==> src/hw/psc_params.svh <==
// Purpose: Offsets, field positions, reset values and counts of the
//          strap, control and event register bank.
// Assumes: Included by every design file that needs it.
// Notes:   Register offsets are management register numbers.
`ifndef PSC_PARAMS_SVH
`define PSC_PARAMS_SVH

// ----------------------------------------------------------------------
// Register numbers
// ----------------------------------------------------------------------
`define PSC_REG_STRAP     5'h17
`define PSC_REG_EXPCTL    5'h18
`define PSC_REG_INTCS     5'h1b

// ----------------------------------------------------------------------
// Field positions
// ----------------------------------------------------------------------
`define PSC_BIT_PAIR      6
`define PSC_BIT_CHAIN     5
`define PSC_BIT_RMII      1
`define PSC_BIT_MII       0
`define PSC_BIT_ESPD      11
`define PSC_BIT_LAT       10
`define PSC_BIT_PRE       6

// ----------------------------------------------------------------------
// Reset values
// ----------------------------------------------------------------------
`define PSC_ESPD_RST      1'b1
`define PSC_LAT_RST       1'b0
`define PSC_PRE_RST       1'b0
`define PSC_EXPCTL_LOW    6'h01
`define PSC_EN_RST        8'h00

// ----------------------------------------------------------------------
// Management frame codes and counts
// ----------------------------------------------------------------------
`define PSC_START         2'h1
`define PSC_OP_RD         2'h2
`define PSC_OP_WR         2'h1
`define PSC_PRE_LEN       32
`define PSC_STRAP_SETTLE  3'h4

`endif

==> src/hw/psc_pkg.sv <==
// Purpose: Types shared by the strap, control and event register bank.
// Assumes: Nothing.
// Notes:   Numbers live in psc_params.svh.
package psc_pkg;

	// Management frame receiver states
	typedef enum logic [2:0] {
		MS_PRE,
		MS_HDR,
		MS_TA1,
		MS_TA2,
		MS_RD,
		MS_WTA,
		MS_WR
	} psc_mdio_st_t;

	typedef logic [15:0] psc_word_t;

endpackage

==> src/hw/psc_regs.sv <==
// Purpose: Strap status, expanded control and interrupt control/status
//          registers behind the serial management port.
// Assumes: MDC and MDIO are far slower than mclk; events are on mclk.
// Notes:   Other register numbers read as zero from this bank.
`timescale 1ns/100ps
`include "psc_params.svh"

// Operation
// - Strap bit 6 reads 1 when strapped for RMII repeater pairing, RMII only.
// - Strap bit 5 reads 1 when strapped for pin chain test; read-only.
// - Strap bit 1 reads 1 when strapped to RMII, RMII variant only.
// - Strap bit 0 reads 1 when strapped to MII, MII variant only.
// - Control bit 11 disables energy-sense power-down; resets to 1.
// - Control bit 10 picks variable receive latency, MII only; resets 0.
// - Control bit 6 restores preamble; 0 strips it to the SFD.
// - Interrupt bits 15 to 8 are enables, reset 0, writable.
// - Bit 7 flags jabber; all flags read-only, reset 0, cleared by read.
// - Bit 6 flags a receive error since last cleared.
// - Bit 5 flags a received auto-negotiation page.
// - Bit 4 flags a parallel detection fault.
// - Bit 3 flags link partner acknowledge seen.
// - Bit 2 flags link going from up to down.
// - Bit 1 flags a remote fault from the partner.
// - Bit 0 flags link going from down to up.
module psc_regs
	import psc_pkg::*;
#(
	parameter bit RMII_VARIANT = 1'b1,    // 1 RMII part, 0 MII part
	parameter int PRE_LEN      = `PSC_PRE_LEN // Preamble ones needed
)(
	input  wire logic       mclk,         // Core clock, 200 MHz
	input  wire logic       rst,          // Async reset, high
	input  wire logic       mdc,          // Management clock pin
	input  wire logic       mdio_in,      // Management data pin level
	output logic            mdio_out,     // Management data drive value
	output logic            mdio_oe,      // Management data drive enable
	input  wire logic [2:0] strap_phy_addr, // Address straps
	input  wire logic       strap_repeater_pairing, // Pairing strap
	input  wire logic       strap_chain_test, // Pin chain test strap
	input  wire logic       strap_rmii,   // RMII interface strap
	input  wire logic       strap_mii,    // MII interface strap
	input  wire logic [7:0] evt,          // Event pulses, jabber at 7
	output logic            energy_sense_powerdown_dis, // Power-down off
	output logic            rx_latency_variable, // Variable rx latency
	output logic            preamble_restore, // Keep rx preamble
	output logic            irq           // Interrupt, high
);

	// ------------------------------------------------------------------
	// Pin synchronisation
	// ------------------------------------------------------------------
	logic [8:0]   pins_s;
	logic         mdc_s;
	logic         mdio_s;
	logic         mdc_d;
	logic         mdc_rise;
	logic         strap_done;

	psc_sync #(
		.W (9)
	) u_sync (
		.mclk (mclk),
		.rst  (rst),
		.d    ({mdc, mdio_in, strap_phy_addr, strap_repeater_pairing,
		        strap_chain_test, strap_rmii, strap_mii}),
		.q    (pins_s)
	);

	assign mdc_s  = pins_s[8];
	assign mdio_s = pins_s[7];

	// MDC edge detector on the filtered level
	always_ff @(posedge mclk or posedge rst) begin
		if (rst) begin
			mdc_d <= 1'b0;
		end else begin
			mdc_d <= mdc_s;
		end
	end

	// No rise before straps latch: filter steps from reset low to idle high
	assign mdc_rise = mdc_s & ~mdc_d & strap_done;

	// ------------------------------------------------------------------
	// Strap capture after reset release
	// ------------------------------------------------------------------
	logic [2:0]   settle;
	logic [2:0]   phy_addr;
	logic         strap_pair;
	logic         strap_chain;
	logic         strap_is_rmii;
	logic         strap_is_mii;

	// Wait for the synchroniser to fill, then latch once
	always_ff @(posedge mclk or posedge rst) begin
		if (rst) begin
			settle     <= 3'h0;
			strap_done <= 1'b0;
		end else if (!strap_done) begin
			settle     <= settle + 3'h1;
			strap_done <= (settle == `PSC_STRAP_SETTLE);
		end
	end

	// Straps never change once latched
	always_ff @(posedge mclk or posedge rst) begin
		if (rst) begin
			phy_addr      <= 3'h0;
			strap_pair    <= 1'b0;
			strap_chain   <= 1'b0;
			strap_is_rmii <= 1'b0;
			strap_is_mii  <= 1'b0;
		end else if (!strap_done && settle == `PSC_STRAP_SETTLE) begin
			phy_addr      <= pins_s[6:4];
			strap_pair    <= pins_s[3] & RMII_VARIANT;
			strap_chain   <= pins_s[2];
			strap_is_rmii <= pins_s[1] & RMII_VARIANT;
			strap_is_mii  <= pins_s[0] & ~RMII_VARIANT;
		end
	end

	// ------------------------------------------------------------------
	// Management frame receiver
	// ------------------------------------------------------------------
	psc_mdio_st_t st;
	logic [5:0]   cnt;
	logic [13:0]  hdr;
	logic [13:0]  next_hdr;
	logic [4:0]   reg_q;
	logic         hdr_ok;
	logic [5:0]   pre_full;
	psc_word_t    wdat;
	psc_word_t    wr_word;
	logic         wr_stb;
	logic         rd_load;
	psc_word_t    rsh;

	assign pre_full = 6'(PRE_LEN);
	assign next_hdr = {hdr[12:0], mdio_s};
	// Start code, our address, and a known opcode
	assign hdr_ok = (next_hdr[13:12] == `PSC_START)
		&& (next_hdr[9:5] == {2'h0, phy_addr})
		&& ((next_hdr[11:10] == `PSC_OP_RD)
		|| (next_hdr[11:10] == `PSC_OP_WR));
	assign rd_load = mdc_rise && (st == MS_TA1);
	assign wr_stb  = mdc_rise && (st == MS_WR) && (cnt == 6'd15);
	assign wr_word = {wdat[14:0], mdio_s};

	// Frame sequencing on each MDC rising edge
	always_ff @(posedge mclk or posedge rst) begin
		if (rst) begin
			st    <= MS_PRE;
			cnt   <= 6'd0;
			hdr   <= 14'h0;
			reg_q <= 5'h0;
		end else if (mdc_rise) begin
			unique case (st)
			MS_PRE: begin
				if (mdio_s) begin
					if (cnt != pre_full) begin
						cnt <= cnt + 6'd1;
					end
				end else if (cnt == pre_full) begin
					st  <= MS_HDR;
					cnt <= 6'd1;
					hdr <= 14'h0;
				end else begin
					cnt <= 6'd0;
				end
			end
			MS_HDR: begin
				hdr <= next_hdr;
				cnt <= cnt + 6'd1;
				if (cnt == 6'd13) begin
					cnt   <= 6'd0;
					reg_q <= next_hdr[4:0];
					if (!hdr_ok) begin
						st <= MS_PRE;
					end else if (next_hdr[11:10] == `PSC_OP_RD) begin
						st <= MS_TA1;
					end else begin
						st <= MS_WTA;
					end
				end
			end
			MS_TA1: begin
				st <= MS_TA2;
			end
			MS_TA2: begin
				st  <= MS_RD;
				cnt <= 6'd0;
			end
			MS_RD: begin
				if (cnt == 6'd15) begin
					st  <= MS_PRE;
					cnt <= 6'd0;
				end else begin
					cnt <= cnt + 6'd1;
				end
			end
			MS_WTA: begin
				if (cnt == 6'd1) begin
					st  <= MS_WR;
					cnt <= 6'd0;
				end else begin
					cnt <= cnt + 6'd1;
				end
			end
			MS_WR: begin
				if (cnt == 6'd15) begin
					st  <= MS_PRE;
					cnt <= 6'd0;
				end else begin
					cnt <= cnt + 6'd1;
				end
			end
			endcase
		end
	end

	// Write data shifter
	always_ff @(posedge mclk or posedge rst) begin
		if (rst) begin
			wdat <= 16'h0;
		end else if (mdc_rise && st == MS_WR) begin
			wdat <= wr_word;
		end
	end

	// ------------------------------------------------------------------
	// Control and enable registers
	// ------------------------------------------------------------------
	logic [7:0]   irq_en;
	logic [7:0]   flags;
	logic         flag_clr;

	// Only the three defined control bits take write data
	always_ff @(posedge mclk or posedge rst) begin
		if (rst) begin
			energy_sense_powerdown_dis <= `PSC_ESPD_RST;
			rx_latency_variable        <= `PSC_LAT_RST;
			preamble_restore           <= `PSC_PRE_RST;
		end else if (wr_stb && reg_q == `PSC_REG_EXPCTL) begin
			energy_sense_powerdown_dis <= wr_word[`PSC_BIT_ESPD];
			rx_latency_variable <= wr_word[`PSC_BIT_LAT]
				& ~RMII_VARIANT;
			preamble_restore <= wr_word[`PSC_BIT_PRE];
		end
	end

	// Event enables; flag bits of the write are dropped
	always_ff @(posedge mclk or posedge rst) begin
		if (rst) begin
			irq_en <= `PSC_EN_RST;
		end else if (wr_stb && reg_q == `PSC_REG_INTCS) begin
			irq_en <= wr_word[15:8];
		end
	end

	// Reading the event register clears its flags
	assign flag_clr = rd_load && (reg_q == `PSC_REG_INTCS);

	psc_event_flags #(
		.W (8)
	) u_flags (
		.mclk  (mclk),
		.rst   (rst),
		.evt   (evt),
		.clr   (flag_clr),
		.en    (irq_en),
		.flags (flags),
		.irq   (irq)
	);

	// ------------------------------------------------------------------
	// Read data
	// ------------------------------------------------------------------
	// Register image for a given number; unknown numbers read zero
	function automatic psc_word_t psc_rd_word(input logic [4:0] a);
		psc_word_t w;
		w = 16'h0;
		if (a == `PSC_REG_STRAP) begin
			w[`PSC_BIT_PAIR]  = strap_pair;
			w[`PSC_BIT_CHAIN] = strap_chain;
			w[`PSC_BIT_RMII]  = strap_is_rmii;
			w[`PSC_BIT_MII]   = strap_is_mii;
		end else if (a == `PSC_REG_EXPCTL) begin
			w[5:0]           = `PSC_EXPCTL_LOW;
			w[`PSC_BIT_ESPD] = energy_sense_powerdown_dis;
			w[`PSC_BIT_LAT]  = rx_latency_variable;
			w[`PSC_BIT_PRE]  = preamble_restore;
		end else if (a == `PSC_REG_INTCS) begin
			w = {irq_en, flags};
		end
		return w;
	endfunction

	// Read shifter: load in first turnaround bit, then MSB first
	always_ff @(posedge mclk or posedge rst) begin
		if (rst) begin
			rsh <= 16'h0;
		end else if (rd_load) begin
			rsh <= psc_rd_word(reg_q);
		end else if (mdc_rise && (st == MS_TA2 || st == MS_RD)) begin
			rsh <= {rsh[14:0], 1'b0};
		end
	end

	// Pin drive: zero in second turnaround bit, then data
	always_ff @(posedge mclk or posedge rst) begin
		if (rst) begin
			mdio_out <= 1'b0;
			mdio_oe  <= 1'b0;
		end else if (mdc_rise) begin
			if (st == MS_TA1) begin
				mdio_out <= 1'b0;
				mdio_oe  <= 1'b1;
			end else if (st == MS_TA2) begin
				mdio_out <= rsh[15];
			end else if (st == MS_RD && cnt != 6'd15) begin
				mdio_out <= rsh[15];
			end else begin
				mdio_out <= 1'b0;
				mdio_oe  <= 1'b0;
			end
		end
	end
endmodule

==> src/hw/psc_sync.sv <==
// Purpose: Three-stage synchroniser for pins from outside mclk.
// Assumes: Inputs are slow against mclk.
// Notes:   A change is passed once stages two and three agree.
`timescale 1ns/100ps
module psc_sync #(
	parameter int W = 1                   // Number of bits
)(
	input  wire logic         mclk,       // Core clock
	input  wire logic         rst,        // Async reset, high
	input  wire logic [W-1:0] d,          // Raw pins
	output logic      [W-1:0] q           // Filtered, synchronous
);

	logic [W-1:0] s1;
	logic [W-1:0] s2;
	logic [W-1:0] s3;

	// ------------------------------------------------------------------
	// Shift chain
	// ------------------------------------------------------------------
	always_ff @(posedge mclk or posedge rst) begin
		if (rst) begin
			s1 <= '0;
			s2 <= '0;
			s3 <= '0;
		end else begin
			s1 <= d;
			s2 <= s1;
			s3 <= s2;
		end
	end

	// Agreement filter, one bit at a time
	for (genvar i = 0; i < W; i++) begin : g_bit
		always_ff @(posedge mclk or posedge rst) begin
			if (rst) begin
				q[i] <= 1'b0;
			end else if (s2[i] == s3[i]) begin
				q[i] <= s3[i];
			end
		end
	end

endmodule

==> src/hw/psc_event_flags.sv <==
// Purpose: Sticky event flags cleared on read, and the interrupt line.
// Assumes: Events are one-cycle pulses on mclk.
// Notes:   An event in the clearing cycle keeps its flag set.
`timescale 1ns/100ps
module psc_event_flags #(
	parameter int W = 8                   // Number of events
)(
	input  wire logic         mclk,       // Core clock
	input  wire logic         rst,        // Async reset, high
	input  wire logic [W-1:0] evt,        // Event pulses
	input  wire logic         clr,        // Clear pulse on read
	input  wire logic [W-1:0] en,         // Interrupt enables
	output logic      [W-1:0] flags,      // Sticky flags
	output logic              irq         // Interrupt, high
);

	logic [W-1:0] next_flags;

	// ------------------------------------------------------------------
	// Flags: set wins over the read clear
	// ------------------------------------------------------------------
	for (genvar i = 0; i < W; i++) begin : g_flag
		assign next_flags[i] = (flags[i] & ~clr) | evt[i];

		always_ff @(posedge mclk or posedge rst) begin
			if (rst) begin
				flags[i] <= 1'b0;
			end else begin
				flags[i] <= next_flags[i];
			end
		end

	end

	// Interrupt follows enabled flags in the same cycle they change
	always_ff @(posedge mclk or posedge rst) begin
		if (rst) begin
			irq <= 1'b0;
		end else begin
			irq <= |(next_flags & en);
		end
	end
endmodule

==> config.mk <==
export PLATFORM = sky130hd
export DESIGN_NAME = psc_regs
export DESIGN_NICKNAME = d
export VERILOG_FILES = /design/src/hw/psc_pkg.sv /design/src/hw/psc_regs.sv /design/src/hw/psc_sync.sv /design/src/hw/psc_event_flags.sv
export VERILOG_INCLUDE_DIRS = /design/src /design/src/hw
export SDC_FILE = /design/constraint.sdc
export NUM_CORES = 1
export LEC_CHECK = 0
export CAP_MARGIN = 20
export CORE_MARGIN = 2
export CORE_UTILIZATION = 40
export DETAILED_ROUTE_END_ITERATION = 8
export DONT_BUFFER_PORTS = 1
export PLACE_DENSITY = 0.51
export RECOVER_POWER = 25
export SLEW_MARGIN = 30
export SYNTH_ARGS = -nofsm -noshare
export SYNTH_HDL_FRONTEND = slang
export SYNTH_HIERARCHICAL = 1
export SYNTH_SLANG_ARGS = --single-unit
==> constraint.sdc <==
create_clock -name mclk -period 4.41 [get_ports mclk]
set_input_delay 0 -clock mclk [delete_from_list [all_inputs] [get_ports mclk]]
set_output_delay 0 -clock mclk [all_outputs]
set_load 0.02 [all_outputs]
---- Word level (Yosys, flattened, before mapping) ----
Cells that the tools add are included.
cells by class
  $add $sub $neg .......................... 2
  equality and inequality tests ........... 36
  muxes and demuxes ....................... 36
  reductions and logical operators ........ 25
  bitwise gates (word level) .............. 21
operators with widths
  operator             count
  $mux 16              3
  $mux 6               5
  $pmux 6 s5           1
  $mux 3               9
  $mux 13              2
  $pmux 13 s2          1
  $pmux 3 s6           1
  $eq 5x5->1 const B   3
  $eq 3x3->1 const B   4
  $eq 6x4->1 const B   2
  $logic_and 1x1->1    11
  $and 1x1->1          10
  $ne 2x2->1 const B   5
  $mux 9               1
  $reduce_and 3->1     3
  $and 8x8->8          1
  $eq 1x1->1           8
  $mux 1               8
  $or 1x1->1           8
  $reduce_or 8->1      1
  $mux 7               1
  $add 6x1->6 const B  1
  $eq 3x2->1 const B   2
  $eq 6x1->1 const B   1
  other kinds (21)     28
storage, ports and cells
  bits of input ports ..................... 19
  register bits after elaboration ......... 125
  output and inout bits ................... 6
  logic and storage cells ................. 158

---- Logic depth before layout (Yosys ltp) ----
Gate-level depths: netlist of the first run.
  depth after elaboration ................. 10
  gate-level depth with buffers ........... 9
  mapped depth without buffers ............ 7

---- By module ----
Netlist of the first run, hierarchy kept.
modules (own cells, without submodules)
  module           cells an instance  sequential area each (um^2)  instances  area an instance (um^2)
  psc_regs         316                2028.2                       1          3742.3
  psc_sync         46                 900.9                        1          1006.0
  psc_event_flags  24                 225.2                        1          342.8

---- Worst setup path after synthesis of the first run ----
No wires, ideal clock.
  kind .................................... reg2reg
  start ................................... register strap_done
  end ..................................... register u_flags.irq
  stages on the path, launching flop included .. 9
  clock period less this slack ............ 2394 ps
  setup slack ............................. 2016 ps
  library setup time ...................... 139 ps
  data arrival time ....................... 2255 ps
  required time ........................... 4271 ps
  path buffers ............................ 1
  cells stage by stage .................... dfrtp_1 -> nand3b_1 -> nor4b_2 -> and2_1 -> buf_2 -> inv_2 -> a21o_1 -> a22o_1 -> or4_1
on the way
  word-level cells in the longest chain between the ends .. 8
  elaborated cells between the ends (all ways) .. 22
  those cells by class .................... bitwise: 19; reduce/logical: 3
ends and longest elaborated chain
  what                             RTL line               source
  start: declaration               psc_regs.sv:57         logic strap_done;
  start signal: assignment         psc_regs.sv:101        strap_done <= (settle == `PSC_STRAP_SETTLE);
  $and 1x1->1                      psc_regs.sv:82         assign mdc_rise = mdc_s & ~mdc_d & strap_done;
  $logic_and 1x1->1                psc_regs.sv:145        assign rd_load = mdc_rise && (st == MS_TA1);
  $logic_and 1x1->1                psc_regs.sv:261        assign flag_clr = rd_load && (reg_q == `PSC_REG_INTCS);
  named net flag_clr               psc_regs.sv:235        logic flag_clr;
  $not 1->1                        psc_event_flags.sv:23  assign next_flags[i] = (flags[i] & ~clr) | evt[i];
  $and 1x1->1                      psc_event_flags.sv:23
  $or 1x1->1                       psc_event_flags.sv:23
  named net u_flags.next_flags[5]  psc_event_flags.sv:17  logic [W-1:0] next_flags;
  $and 8x8->8                      psc_event_flags.sv:40  irq <= |(next_flags & en);
  $reduce_or 8->1                  psc_event_flags.sv:40
  end signal: assignment           psc_event_flags.sv:40
  end: declaration                 psc_event_flags.sv:14  output logic irq
The timed path passes the listed nets, and every way through them passes these cells.
A chain may end at the register's enable or synchronous reset.

---- Worst setup path after layout of the first run ----
  start ................................... register strap_done
  end ..................................... register u_flags.irq
on the way
  word-level cells in the longest chain between the ends .. 8
  elaborated cells between the ends (all ways) .. 22
  those cells by class .................... bitwise: 19; reduce/logical: 3
ends and longest elaborated chain
  what                             RTL line
  $and 1x1->1                      psc_regs.sv:82
  $logic_and 1x1->1                psc_regs.sv:145
  $logic_and 1x1->1                psc_regs.sv:261
  $not 1->1                        psc_event_flags.sv:23
  $and 1x1->1                      psc_event_flags.sv:23
  $or 1x1->1                       psc_event_flags.sv:23
  named net u_flags.next_flags[5]  psc_event_flags.sv:17
  $and 8x8->8                      psc_event_flags.sv:40
  $reduce_or 8->1                  psc_event_flags.sv:40
The timed path passes the listed nets, and every way through them passes these cells.

==> flow_results.xml, run 1 <==
<?xml version="1.0" encoding="UTF-8"?>
<metrics>
  <group name="power_and_ir_drop">
    <metric name="report.power.total" unit="W">0.002555</metric>
    <metric name="vdd.ir_drop.worst" unit="mV">0.4205</metric>
    <metric name="total_leakage_power" unit="nW">2.620</metric>
    <metric name="cellPowerDensity" unit="mW/mm²">436.6</metric>
  </group>
  <group name="critical_path">
    <metric name="setup.worst_path.start_class" unit="">register</metric>
    <metric name="timing_worst_setup_path_type" unit="">reg2reg</metric>
    <metric name="endpoint_kind" unit="">register</metric>
    <metric name="worst-r2r-setup-slack" unit="ns">1.42</metric>
    <metric name="worst_r2r_endpoint" unit="">u_flags/irq</metric>
    <metric name="r2r-start" unit="">strap_done</metric>
    <metric name="timing.critical_path.arrival" unit="ns">3.27</metric>
    <metric name="worstRegToRegCells" unit="">7</metric>
    <metric name="cp_data_required_time" unit="ns">4.69</metric>
    <metric name="critical_path_peak_fanout" unit="">12</metric>
  </group>
  <group name="sta">
    <metric name="timing.max_slew.rel_slack" unit="">-0.08157</metric>
    <metric name="hold_viol_final" unit="">0</metric>
    <metric name="min_period" unit="ns">2.990</metric>
    <metric name="fin_worst_skew" unit="ns">0.01747</metric>
    <metric name="final_max_slew_viol_count" unit="">33</metric>
    <metric name="max_clock_freq" unit="MHz">334.5</metric>
    <metric name="setup_viol" unit="">0</metric>
    <metric name="worstMarginPinSlew" unit="ns">1.622</metric>
    <metric name="whs" unit="ns">0.1339</metric>
    <metric name="min_period_over_period" unit="">0.6780</metric>
    <metric name="layout_setup_ws" unit="ns">1.420</metric>
    <metric name="setup-tns-final" unit="ns">0</metric>
    <metric name="rsz_0062_raised_after_global_routing" unit="">false</metric>
  </group>
  <group name="grt">
    <metric name="number_of_antenna_violations_at_the_first_check_in_global_routing" unit="">1</metric>
    <metric name="first_global_vias" unit="">3039</metric>
    <metric name="global_route.overflow_total" unit="">0</metric>
    <metric name="grt_usage" unit="">0.1579</metric>
    <metric name="grt_pass1_wl" unit="µm">15900</metric>
    <metric name="grt_max_degree" unit="">53</metric>
  </group>
  <group name="cells_and_area">
    <metric name="leading_cell_type_in_the_layout_fill_and_taps_excluded" unit="">dfrtp_1</metric>
    <metric name="antenna_cells_inserted" unit="">0</metric>
    <metric name="seqCellArea" unit="mm²">0.003054</metric>
    <metric name="nets" unit="">431</metric>
    <metric name="syn_to_final_growth" unit="%">17.49</metric>
    <metric name="share_of_final_layout_standard_cells_stronger_than_drive_strength_1" unit="">0.2129</metric>
    <metric name="multi_input_comb_area" unit="mm²">0.001807</metric>
    <metric name="final_core_util" unit="">0.4851</metric>
    <metric name="final_cell_mix" unit="">121 x dfrtp_1, 37 x mux2_2, 27 x nand2_1</metric>
    <metric name="filler_cell_count" unit="">1091</metric>
  </group>
  <group name="flow_run">
    <metric name="drv_cap" unit="">1</metric>
  </group>
  <group name="clocking">
    <metric name="clk_root_buffer_cell" unit="">clkbuf_16</metric>
    <metric name="cts_repair_resize_count" unit="">0</metric>
    <metric name="clock_tree_from_tritoncts" unit="">yes</metric>
    <metric name="h_tree_level_count" unit="">4</metric>
    <metric name="tritoncts.num_buffers" unit="">17</metric>
    <metric name="clk_path_buf_depth" unit="">2</metric>
    <metric name="cts_sinks" unit="">122</metric>
    <metric name="clk_transition_reported_paths" unit="ns">0.06</metric>
    <metric name="clock_insertion_delay_worst_skew" unit="ns">0.42</metric>
  </group>
  <group name="yosys">
    <metric name="syn_nets" unit="">406</metric>
    <metric name="syn-instance-count" unit="">381</metric>
    <metric name="mappedNetlistArea" unit="mm²">0.004980</metric>
    <metric name="yosysWarnings" unit="">6</metric>
    <metric name="mean_cell_area_of_the_mapped_netlist" unit="µm²">13.07</metric>
  </group>
  <group name="drt">
    <metric name="antenna_violating_nets_post_route" unit="">0</metric>
    <metric name="remaining_drc_errors" unit="">0</metric>
    <metric name="finalWirelength" unit="µm">9338</metric>
    <metric name="detailedRoute.firstIterationViolations" unit="">195</metric>
    <metric name="drt-pass1-iter-count" unit="">4</metric>
    <metric name="route.vias.total" unit="">3037</metric>
    <metric name="wire_per_inst" unit="µm">15.94</metric>
    <metric name="per_cell_via_count_in_the_routed_design" unit="">5.183</metric>
  </group>
  <group name="status">
    <metric name="failing_checks" unit="">capacitance limit, slew limit</metric>
    <metric name="run_status" unit="">complete, but fails checks</metric>
  </group>
  <group name="floorplanning">
    <metric name="initial_core_util" unit="">0.4129</metric>
    <metric name="core_area" unit="mm²">0.01206</metric>
    <metric name="pin_count" unit="">25</metric>
    <metric name="die_y" unit="µm">115.6</metric>
    <metric name="die_width" unit="µm">115.6</metric>
    <metric name="design.die.area" unit="mm²">0.01336</metric>
    <metric name="placement_rows" unit="">40</metric>
  </group>
  <group name="worst_hold_path">
    <metric name="min_delay_worst_endpoint" unit="">u_sync/s1[1]</metric>
    <metric name="min-delay-start" unit="">strap_rmii</metric>
    <metric name="number_of_stages_on_the_worst_hold_path" unit="">1</metric>
    <metric name="hold_class" unit="">in2reg</metric>
  </group>
  <group name="place">
    <metric name="hpwlAfterDp" unit="µm">6280</metric>
    <metric name="globalplace.congestion" unit="">0.7772</metric>
    <metric name="preCtsSetupSlack" unit="ns">1.465</metric>
    <metric name="port_buffers" unit="">0</metric>
  </group>
</metrics>
## layer usage
layer / global-route usage / vias to the layer above / part of all wire
met5: 0 / - / 0.0014
met4: 0.07390 / 2 / 0.016
met1: 0.2219 / 1506 / 0.50
met2: 0.2214 / 61 / 0.44
li1: - / 1450 / -
met3: 0.05178 / 18 / 0.043
## through the flow
stage	area (µm²)	instances
2_1_floorplan	4980	381
3_3_place_gp	5136	537
3_5_place_dp	5136	537
4_1_cts	5848	585
5_1_grt	5851	586
6_report	5851	586
## flip-flops by register name, indices dropped and copies added, names as in the netlist, 3 cells and up
signal         flops
u_sync/q           8
phy_addr           3
u_flags/flags      8
u_sync/s1          8
irq_en             8
cnt                6
u_sync/s2          8
rsh               16
st                 3
settle             3
wdat              15
hdr               13
reg_q              5
u_sync/s3          8
## critical path, stage by stage, from the launching register on
cell and delay (ns):
dfrtp_1 0.47, nand3b_1 0.33, nor4b_2 0.42, and2_1 0.50, inv_2 0.19, a21o_1 0.21
a22o_1 0.22, or4_1 0.52
## report_power, final
part / leakage [nW] / switching, W / internal (W)
clock network: 0.254 / 0.000465 / 0.000799
logic: 0.813 / 0.0000606 / 0.0000475
registers: 1.55 / 0.0000278 / 0.00115
## final cells by class
cell class / instances / area share
clock buffer: 25 / 0.08127
clock inverter: 6 / 0.01133
inverter: 11 / 0.007485
multi-input combinational: 233 / 0.3088
sequential: 122 / 0.5220
tap: 168 / 0.03593
timing repair buffer: 21 / 0.03315
## worst max-delay path by stage
stage	startpoint	endpoint	slack [ns]	cells after the start
3_5_place_dp	strap_done	u_flags/irq	1.46	7
2_1_floorplan	strap_done	u_flags/irq	2.02	8
6_report	strap_done	u_flags/irq	1.42	7
3_3_place_gp	strap_done	u_flags/irq	1.50	7
5_1_grt	strap_done	u_flags/irq	1.28	7
4_1_cts	strap_done	u_flags/irq	1.45	7
## what timing repair did
| action | in CTS | in global routing |
|---|---|---|
| endpoints found under the hold margin | 109 | 0 |
| hold buffers | 17 | 0 |
| buffers inserted | 0 | 0 |
(Power assumes the default switching activity.)
==> run 2: changes to the inputs <==
==> constraint.sdc (replaced) <==
create_clock -name mclk -period 3.1 [get_ports mclk]
set_input_delay 0 -clock mclk [delete_from_list [all_inputs] [get_ports mclk]]
set_output_delay 0 -clock mclk [all_outputs]
set_load 0.02 [all_outputs]
==> run 2 against run 1 <==
Compared with the run above:
- die area unchanged
- via count unchanged
- critical path type unchanged
- the run still ends with capacitance limit, slew limit left
- routed wire length decreased by 0.17%
- sequential share of layout area decreased by 1.0 points
- clock skew decreased by 0.010 ns
- first-iteration DRC count decreased by 24%
==> flow_results.xml, run 2 (synthesized netlist as in run 1, its figures left out) <==
<?xml version="1.0" encoding="UTF-8"?>
<metrics>
  <group name="power_and_ir_drop">
    <metric name="total_leakage_power" unit="nW">2.681</metric>
    <metric name="vdd.ir_drop.worst" unit="mV">0.5044</metric>
    <metric name="cellPowerDensity" unit="mW/mm²">652.3</metric>
  </group>
  <group name="drt">
    <metric name="detailedRoute.firstIterationViolations" unit="">148</metric>
    <metric name="top_layer_used" unit="">met4</metric>
    <metric name="remaining_drc_errors" unit="">0</metric>
    <metric name="antenna_violating_nets_post_route" unit="">0</metric>
    <metric name="route.vias.total" unit="">3037</metric>
    <metric name="finalWirelength" unit="µm">9322</metric>
    <metric name="wire_per_inst" unit="µm">15.77</metric>
    <metric name="drt-pass1-iter-count" unit="">5</metric>
    <metric name="dr_wl_met3" unit="µm">438</metric>
    <metric name="met2_wirelength" unit="µm">4156</metric>
    <metric name="wl_met1" unit="µm">4628</metric>
    <metric name="per_cell_via_count_in_the_routed_design" unit="">5.139</metric>
  </group>
  <group name="clocking">
    <metric name="clk_path_buf_depth" unit="">2</metric>
    <metric name="clock_insertion_delay_worst_skew" unit="ns">0.41</metric>
    <metric name="cts_sinks" unit="">122</metric>
    <metric name="clk_root_buffer_cell" unit="">clkbuf_16</metric>
    <metric name="tritoncts.num_buffers" unit="">17</metric>
    <metric name="clock_tree_from_tritoncts" unit="">yes</metric>
    <metric name="clk_transition_reported_paths" unit="ns">0.05</metric>
    <metric name="h_tree_level_count" unit="">4</metric>
  </group>
  <group name="critical_path">
    <metric name="endpoint_kind" unit="">register</metric>
    <metric name="timing_worst_setup_path_type" unit="">reg2reg</metric>
    <metric name="cp_cell_sequence" unit="">nor4b_2 &gt; and2_1 &gt; inv_2 &gt; a21o_1 &gt; a22o_1 &gt; or4_1</metric>
    <metric name="worst_path_max_delay_cell" unit="">dfrtp_1</metric>
    <metric name="cp_data_required_time" unit="ns">3.37</metric>
    <metric name="critical_path_peak_fanout" unit="">17</metric>
    <metric name="worstRegToRegCells" unit="">6</metric>
    <metric name="setup.worst_path.start_class" unit="">register</metric>
    <metric name="critPathMaxStageDelay" unit="ns">0.65</metric>
    <metric name="timing.critical_path.arrival" unit="ns">2.68</metric>
  </group>
  <group name="place">
    <metric name="postPlaceCellArea" unit="mm²">0.005159</metric>
    <metric name="preCtsSetupSlack" unit="ns">0.7048</metric>
    <metric name="place.detailed.instances" unit="">540</metric>
    <metric name="hpwlAfterDp" unit="µm">6244</metric>
    <metric name="port_buffers" unit="">0</metric>
    <metric name="globalplace.congestion" unit="">0.7629</metric>
  </group>
  <group name="grt">
    <metric name="grt_max_degree" unit="">56</metric>
    <metric name="grt_usage" unit="">0.1595</metric>
    <metric name="grt_pass1_wl" unit="µm">15960</metric>
    <metric name="number_of_antenna_violations_at_the_first_check_in_global_routing" unit="">1</metric>
    <metric name="global_route.overflow_total" unit="">0</metric>
    <metric name="first_global_vias" unit="">3109</metric>
  </group>
  <group name="cells_and_area">
    <metric name="largestRegisters" unit="">rsh: 16 flops, wdat: 15 flops, hdr: 13 flops</metric>
    <metric name="syn_to_final_growth" unit="%">19.80</metric>
    <metric name="final_cell_mix" unit="">121 x dfrtp_1, 37 x mux2_2, 27 x nand2_1</metric>
    <metric name="filler_cell_count" unit="">1034</metric>
    <metric name="finish.cell_count_without_fillers" unit="">591</metric>
    <metric name="leading_cell_type_in_the_layout_fill_and_taps_excluded" unit="">dfrtp_1</metric>
    <metric name="top_register" unit="">rsh</metric>
    <metric name="nets" unit="">434</metric>
    <metric name="flip_flop_count_of_the_largest_register_all_copies_and_words_added" unit="">16</metric>
    <metric name="share_of_final_layout_standard_cells_stronger_than_drive_strength_1" unit="">0.2322</metric>
    <metric name="layout.cell_area.non_filler" unit="mm²">0.005966</metric>
  </group>
  <group name="sta">
    <metric name="final_max_slew_viol_count" unit="">33</metric>
    <metric name="hold_viol_final" unit="">0</metric>
    <metric name="min_period_over_period" unit="">0.7767</metric>
    <metric name="max_clock_freq" unit="MHz">415.3</metric>
    <metric name="timing.max_slew.rel_slack" unit="">-0.06843</metric>
    <metric name="min_period" unit="ns">2.408</metric>
    <metric name="setup_viol" unit="">0</metric>
    <metric name="rsz_0062_raised_after_global_routing" unit="">false</metric>
    <metric name="fin_worst_skew" unit="ns">0.007231</metric>
    <metric name="setup-tns-final" unit="ns">0</metric>
    <metric name="worstMarginPinSlew" unit="ns">1.603</metric>
    <metric name="layout_setup_ws" unit="ns">0.6922</metric>
  </group>
  <group name="floorplanning">
    <metric name="core_area" unit="mm²">0.01206</metric>
    <metric name="die_y" unit="µm">115.6</metric>
    <metric name="placement_rows" unit="">40</metric>
    <metric name="pin_count" unit="">25</metric>
    <metric name="die_width" unit="µm">115.6</metric>
    <metric name="design.die.area" unit="mm²">0.01336</metric>
    <metric name="initial_core_util" unit="">0.4129</metric>
  </group>
  <group name="worst_hold_path">
    <metric name="hold_class" unit="">in2async</metric>
  </group>
  <group name="status">
    <metric name="failing_checks" unit="">capacitance limit, slew limit</metric>
    <metric name="run_status" unit="">complete, but fails checks</metric>
  </group>
  <group name="flow_run">
    <metric name="drv_cap" unit="">1</metric>
  </group>
</metrics>
[run 2: critical path, delay by kind of cell, from the launching register on]
kind / cells / cell delay, ns
flops: 1 / 0.65
simple gates: 3 / 1.12
buf+inv: 1 / 0.09
compound gates: 2 / 0.40
[run 2: where the power goes]
part	internal (W)	total, W	switching (W)
Combinational	0.0000691	0.000155	0.0000861
Sequential	0.00164	0.00168	0.0000393
Clock	0.00137	0.00206	0.000682
[run 2: what timing repair did]
| action | in CTS | in global routing |
|---|---|---|
| hold endpoints to repair | 84 | 0 |
| setup buffers | 0 | 0 |
| hold buffers | 17 | 0 |
| endpoints found under the setup margin | 0 | 0 |
| gates resized for setup | 0 | 0 |
[run 2: area by class of cell]
cell class	instances	area [µm²]	share of cell area
tap	168	210.2	0.03523
clock buffer	23	498.0	0.08347
clock inverter	9	135.1	0.02265
antenna	1	2.502	0.0004195
inverter	11	42.54	0.007131
sequential	122	3054	0.5120
timing repair buffer	24	216.5	0.03628
multi-input combinational	233	1807	0.3029
[run 2: path summary, 6_finish.rpt]
kind / from / endpoint / slack [ns]
setup reg to reg: st[1] / u_flags/irq / 0.69
setup / recovery: st[1] / u_flags/irq / 0.69
min in group mclk: strap_chain_test / u_sync/s1[2] / 0.14
max in group asynchronous: rst / settle[2] / 1.39
hold reg to reg: u_sync/s1[8] / u_sync/s2[8] / 0.35
hold / removal: rst / u_flags/flags[4] / 0.14
[run 2: through the flow]
stage                     utilization  hold WS [ns]  power, W
after floorplan                     -       -0.1721  0.001809
after global placement         0.4277       -0.1244  0.001843
after detailed placement       0.4277       -0.1140  0.001850
after CTS                      0.4943        0.1247  0.003955
after global routing           0.4946        0.1255  0.004043
final                          0.4946        0.1380  0.003892
[run 2: per-layer routing]
layer  track usage  up-vias
li1              -     1450
met1        0.2239     1530
met2        0.2257       48
met3       0.05753        9
met4       0.06265        0
met5             0        -
==> run 3: changes to the inputs <==
--- a/config.mk
+++ b/config.mk
@@ -11,7 +11,7 @@
 export CORE_UTILIZATION = 40
 export DETAILED_ROUTE_END_ITERATION = 8
 export DONT_BUFFER_PORTS = 1
-export PLACE_DENSITY = 0.51
+export PLACE_DENSITY = 0.53
 export RECOVER_POWER = 25
 export SLEW_MARGIN = 30
 export SYNTH_ARGS = -nofsm -noshare
==> constraint.sdc (replaced) <==
create_clock -name mclk -period 1.9 [get_ports mclk]
set_input_delay 0 -clock mclk [delete_from_list [all_inputs] [get_ports mclk]]
set_output_delay 0 -clock mclk [all_outputs]
set_load 0.02 [all_outputs]
==> run 3 against run 2 <==
Compared with the run above:
- the run ends with setup timing left
- fmax is 13% higher
- clock power is 44% higher
- critical path type unchanged
- critical endpoint unchanged
- largest cell class unchanged
- routed wire length is 4.5% higher
- worst setup slack worse by 0.92 ns
- largest power group unchanged
==> flow_results.xml, run 3 (synthesized netlist as in run 1, its figures left out) <==
<?xml version="1.0" encoding="UTF-8"?>
<metrics>
  <group name="critical_path">
    <metric name="worstRegToRegCells" unit="">7</metric>
    <metric name="setup.worst_path.start_class" unit="">register</metric>
    <metric name="timing.critical_path.arrival" unit="ns">2.41</metric>
    <metric name="endpoint_kind" unit="">register</metric>
    <metric name="cp_data_required_time" unit="ns">2.18</metric>
    <metric name="critical_path_peak_fanout" unit="">8</metric>
    <metric name="timing_worst_setup_path_type" unit="">reg2reg</metric>
  </group>
  <group name="drt">
    <metric name="route.vias.total" unit="">3231</metric>
    <metric name="remaining_drc_errors" unit="">0</metric>
    <metric name="per_cell_via_count_in_the_routed_design" unit="">5.088</metric>
    <metric name="wire_per_inst" unit="µm">15.34</metric>
    <metric name="finalWirelength" unit="µm">9738</metric>
    <metric name="antenna_violating_nets_post_route" unit="">0</metric>
    <metric name="detailedRoute.firstIterationViolations" unit="">190</metric>
    <metric name="drt-pass1-iter-count" unit="">4</metric>
  </group>
  <group name="sta">
    <metric name="fin_worst_skew" unit="ns">0.008508</metric>
    <metric name="max_clock_freq" unit="MHz">469.3</metric>
    <metric name="whs" unit="ns">0.1013</metric>
    <metric name="final_max_slew_viol_count" unit="">0</metric>
    <metric name="setup_viol" unit="">9</metric>
    <metric name="hold_viol_final" unit="">0</metric>
    <metric name="worstMarginPinSlew" unit="ns">0.7440</metric>
    <metric name="layout_setup_ws" unit="ns">-0.2310</metric>
    <metric name="rsz_0062_raised_after_global_routing" unit="">true</metric>
    <metric name="min_period" unit="ns">2.131</metric>
    <metric name="min_period_over_period" unit="">1.122</metric>
    <metric name="timing.max_slew.rel_slack" unit="">0.5040</metric>
  </group>
  <group name="flow_run">
    <metric name="drv_cap" unit="">0</metric>
  </group>
  <group name="clocking">
    <metric name="clk_root_buffer_cell" unit="">clkbuf_16</metric>
    <metric name="cts_sinks" unit="">122</metric>
    <metric name="clock_insertion_delay_worst_skew" unit="ns">0.41</metric>
    <metric name="tritoncts.num_buffers" unit="">17</metric>
    <metric name="clk_path_buf_depth" unit="">2</metric>
    <metric name="clock_tree_from_tritoncts" unit="">yes</metric>
    <metric name="h_tree_level_count" unit="">4</metric>
    <metric name="clk_transition_reported_paths" unit="ns">0.06</metric>
  </group>
  <group name="cells_and_area">
    <metric name="flip_flop_count_of_the_largest_register_all_copies_and_words_added" unit="">16</metric>
    <metric name="final_core_util" unit="">0.5360</metric>
    <metric name="filler_cell_count" unit="">1021</metric>
    <metric name="nets" unit="">479</metric>
    <metric name="top_register" unit="">rsh</metric>
    <metric name="syn_to_final_growth" unit="%">29.82</metric>
    <metric name="share_of_final_layout_standard_cells_stronger_than_drive_strength_1" unit="">0.3490</metric>
    <metric name="antenna_cells_inserted" unit="">0</metric>
    <metric name="largestRegisters" unit="">rsh: 16 flops, wdat: 15 flops, hdr: 13 flops</metric>
    <metric name="final_cell_mix" unit="">121 x dfrtp_1, 41 x buf_4, 30 x mux2_2</metric>
    <metric name="layout.cell_area.non_filler" unit="mm²">0.006465</metric>
    <metric name="leading_cell_type_in_the_layout_fill_and_taps_excluded" unit="">dfrtp_1</metric>
  </group>
  <group name="grt">
    <metric name="grt_usage" unit="">0.1601</metric>
    <metric name="grt_pass1_wl" unit="µm">16350</metric>
    <metric name="number_of_antenna_violations_at_the_first_check_in_global_routing" unit="">0</metric>
    <metric name="grt_max_degree" unit="">73</metric>
    <metric name="global_route.overflow_total" unit="">0</metric>
    <metric name="first_global_vias" unit="">3194</metric>
  </group>
  <group name="place">
    <metric name="globalplace.congestion" unit="">0.7914</metric>
    <metric name="postPlaceCellArea" unit="mm²">0.005502</metric>
    <metric name="hpwlAfterDp" unit="µm">6570</metric>
    <metric name="port_buffers" unit="">0</metric>
  </group>
  <group name="power_and_ir_drop">
    <metric name="report.power.total" unit="W">0.006075</metric>
    <metric name="vdd.ir_drop.worst" unit="mV">0.7697</metric>
    <metric name="cellPowerDensity" unit="mW/mm²">939.7</metric>
    <metric name="total_leakage_power" unit="nW">2.926</metric>
  </group>
  <group name="floorplanning">
    <metric name="core_area" unit="mm²">0.01206</metric>
    <metric name="initial_core_util" unit="">0.4129</metric>
    <metric name="placement_rows" unit="">40</metric>
    <metric name="die_width" unit="µm">115.6</metric>
    <metric name="pin_count" unit="">25</metric>
    <metric name="design.die.area" unit="mm²">0.01336</metric>
    <metric name="die_y" unit="µm">115.6</metric>
  </group>
  <group name="status">
    <metric name="run_status" unit="">complete, but fails checks</metric>
    <metric name="failing_checks" unit="">setup timing</metric>
  </group>
  <group name="worst_hold_path">
    <metric name="hold_class" unit="">in2async</metric>
  </group>
</metrics>
==> run 3: through the flow <==
stage / worst slack [ns] / std cells / TNS [ns]
after floorplan: -0.4487 / 381 / -0.4578
after global placement: -0.3231 / 581 / -0.9969
after detailed placement: -0.3509 / 581 / -0.9809
after CTS: -0.2646 / 631 / -0.2646
after global routing: -0.3288 / 635 / -1.885
final: -0.2310 / 635 / -0.5189
==> run 3: worst max-delay path, stage by stage (launching register included) <==
cell      delay, ns
dfrtp_1        0.37
nand3b_1       0.22
nor4b_4        0.28
and2_4         0.21
inv_6          0.05
a21o_1         0.16
a22o_1         0.20
or4_1          0.50
==> run 3: report_power, final <==
| part | internal, W | leakage (nW) | switching, W |
|---|---|---|---|
| Combinational | 0.000176 | 1.10 | 0.000182 |
| Clock | 0.00181 | 0.276 | 0.00117 |
| Sequential | 0.00268 | 1.55 | 0.0000660 |
| Total | 0.00466 | 2.93 | 0.00141 |
==> run 3: final cells by class <==
| type | count | area, µm² | share of cell area |
|---|---|---|---|
| tap | 168 | 210.2 | 0.03251 |
| sequential | 122 | 3054 | 0.4724 |
| multi-input combinational | 233 | 1978 | 0.3060 |
| inverter | 11 | 47.55 | 0.007354 |
| clock buffer | 19 | 432.9 | 0.06696 |
| timing repair buffer | 69 | 621.8 | 0.09619 |
| clock inverter | 13 | 120.1 | 0.01858 |
==> run 3: per-layer routing <==
metal / vias to the layer above / track usage / wire [µm]
met3: 11 / 0.04446 / 298
met5: - / 0 / 0
met1: 1636 / 0.2316 / 4942
met2: 35 / 0.2312 / 4367
li1: 1549 / - / -
met4: 0 / 0.05783 / 129
==> run 3: path summary, 6_finish.rpt <==
kind,endpoint,startpoint,slack [ns]
min,u_flags/flags[5],rst,0.10
max in group asynchronous,energy_sense_powerdown_dis,rst,1.04
min in group mclk,u_sync/s1[4],strap_phy_addr[0],0.14
min reg2reg,u_sync/s2[1],u_sync/s1[1],0.35
max,u_flags/irq,mdc_d,-0.23
max reg2reg,u_flags/irq,mdc_d,-0.23
==> run 3: timing repair <==
item | CTS | global route
hold endpoints to repair | 138 | 0
gates resized for setup | 13 | 33
pin swaps | 2 | 11
hold buffers | 17 | 0
setup endpoints to repair | 21 | 38
buffers inserted | 1 | 4
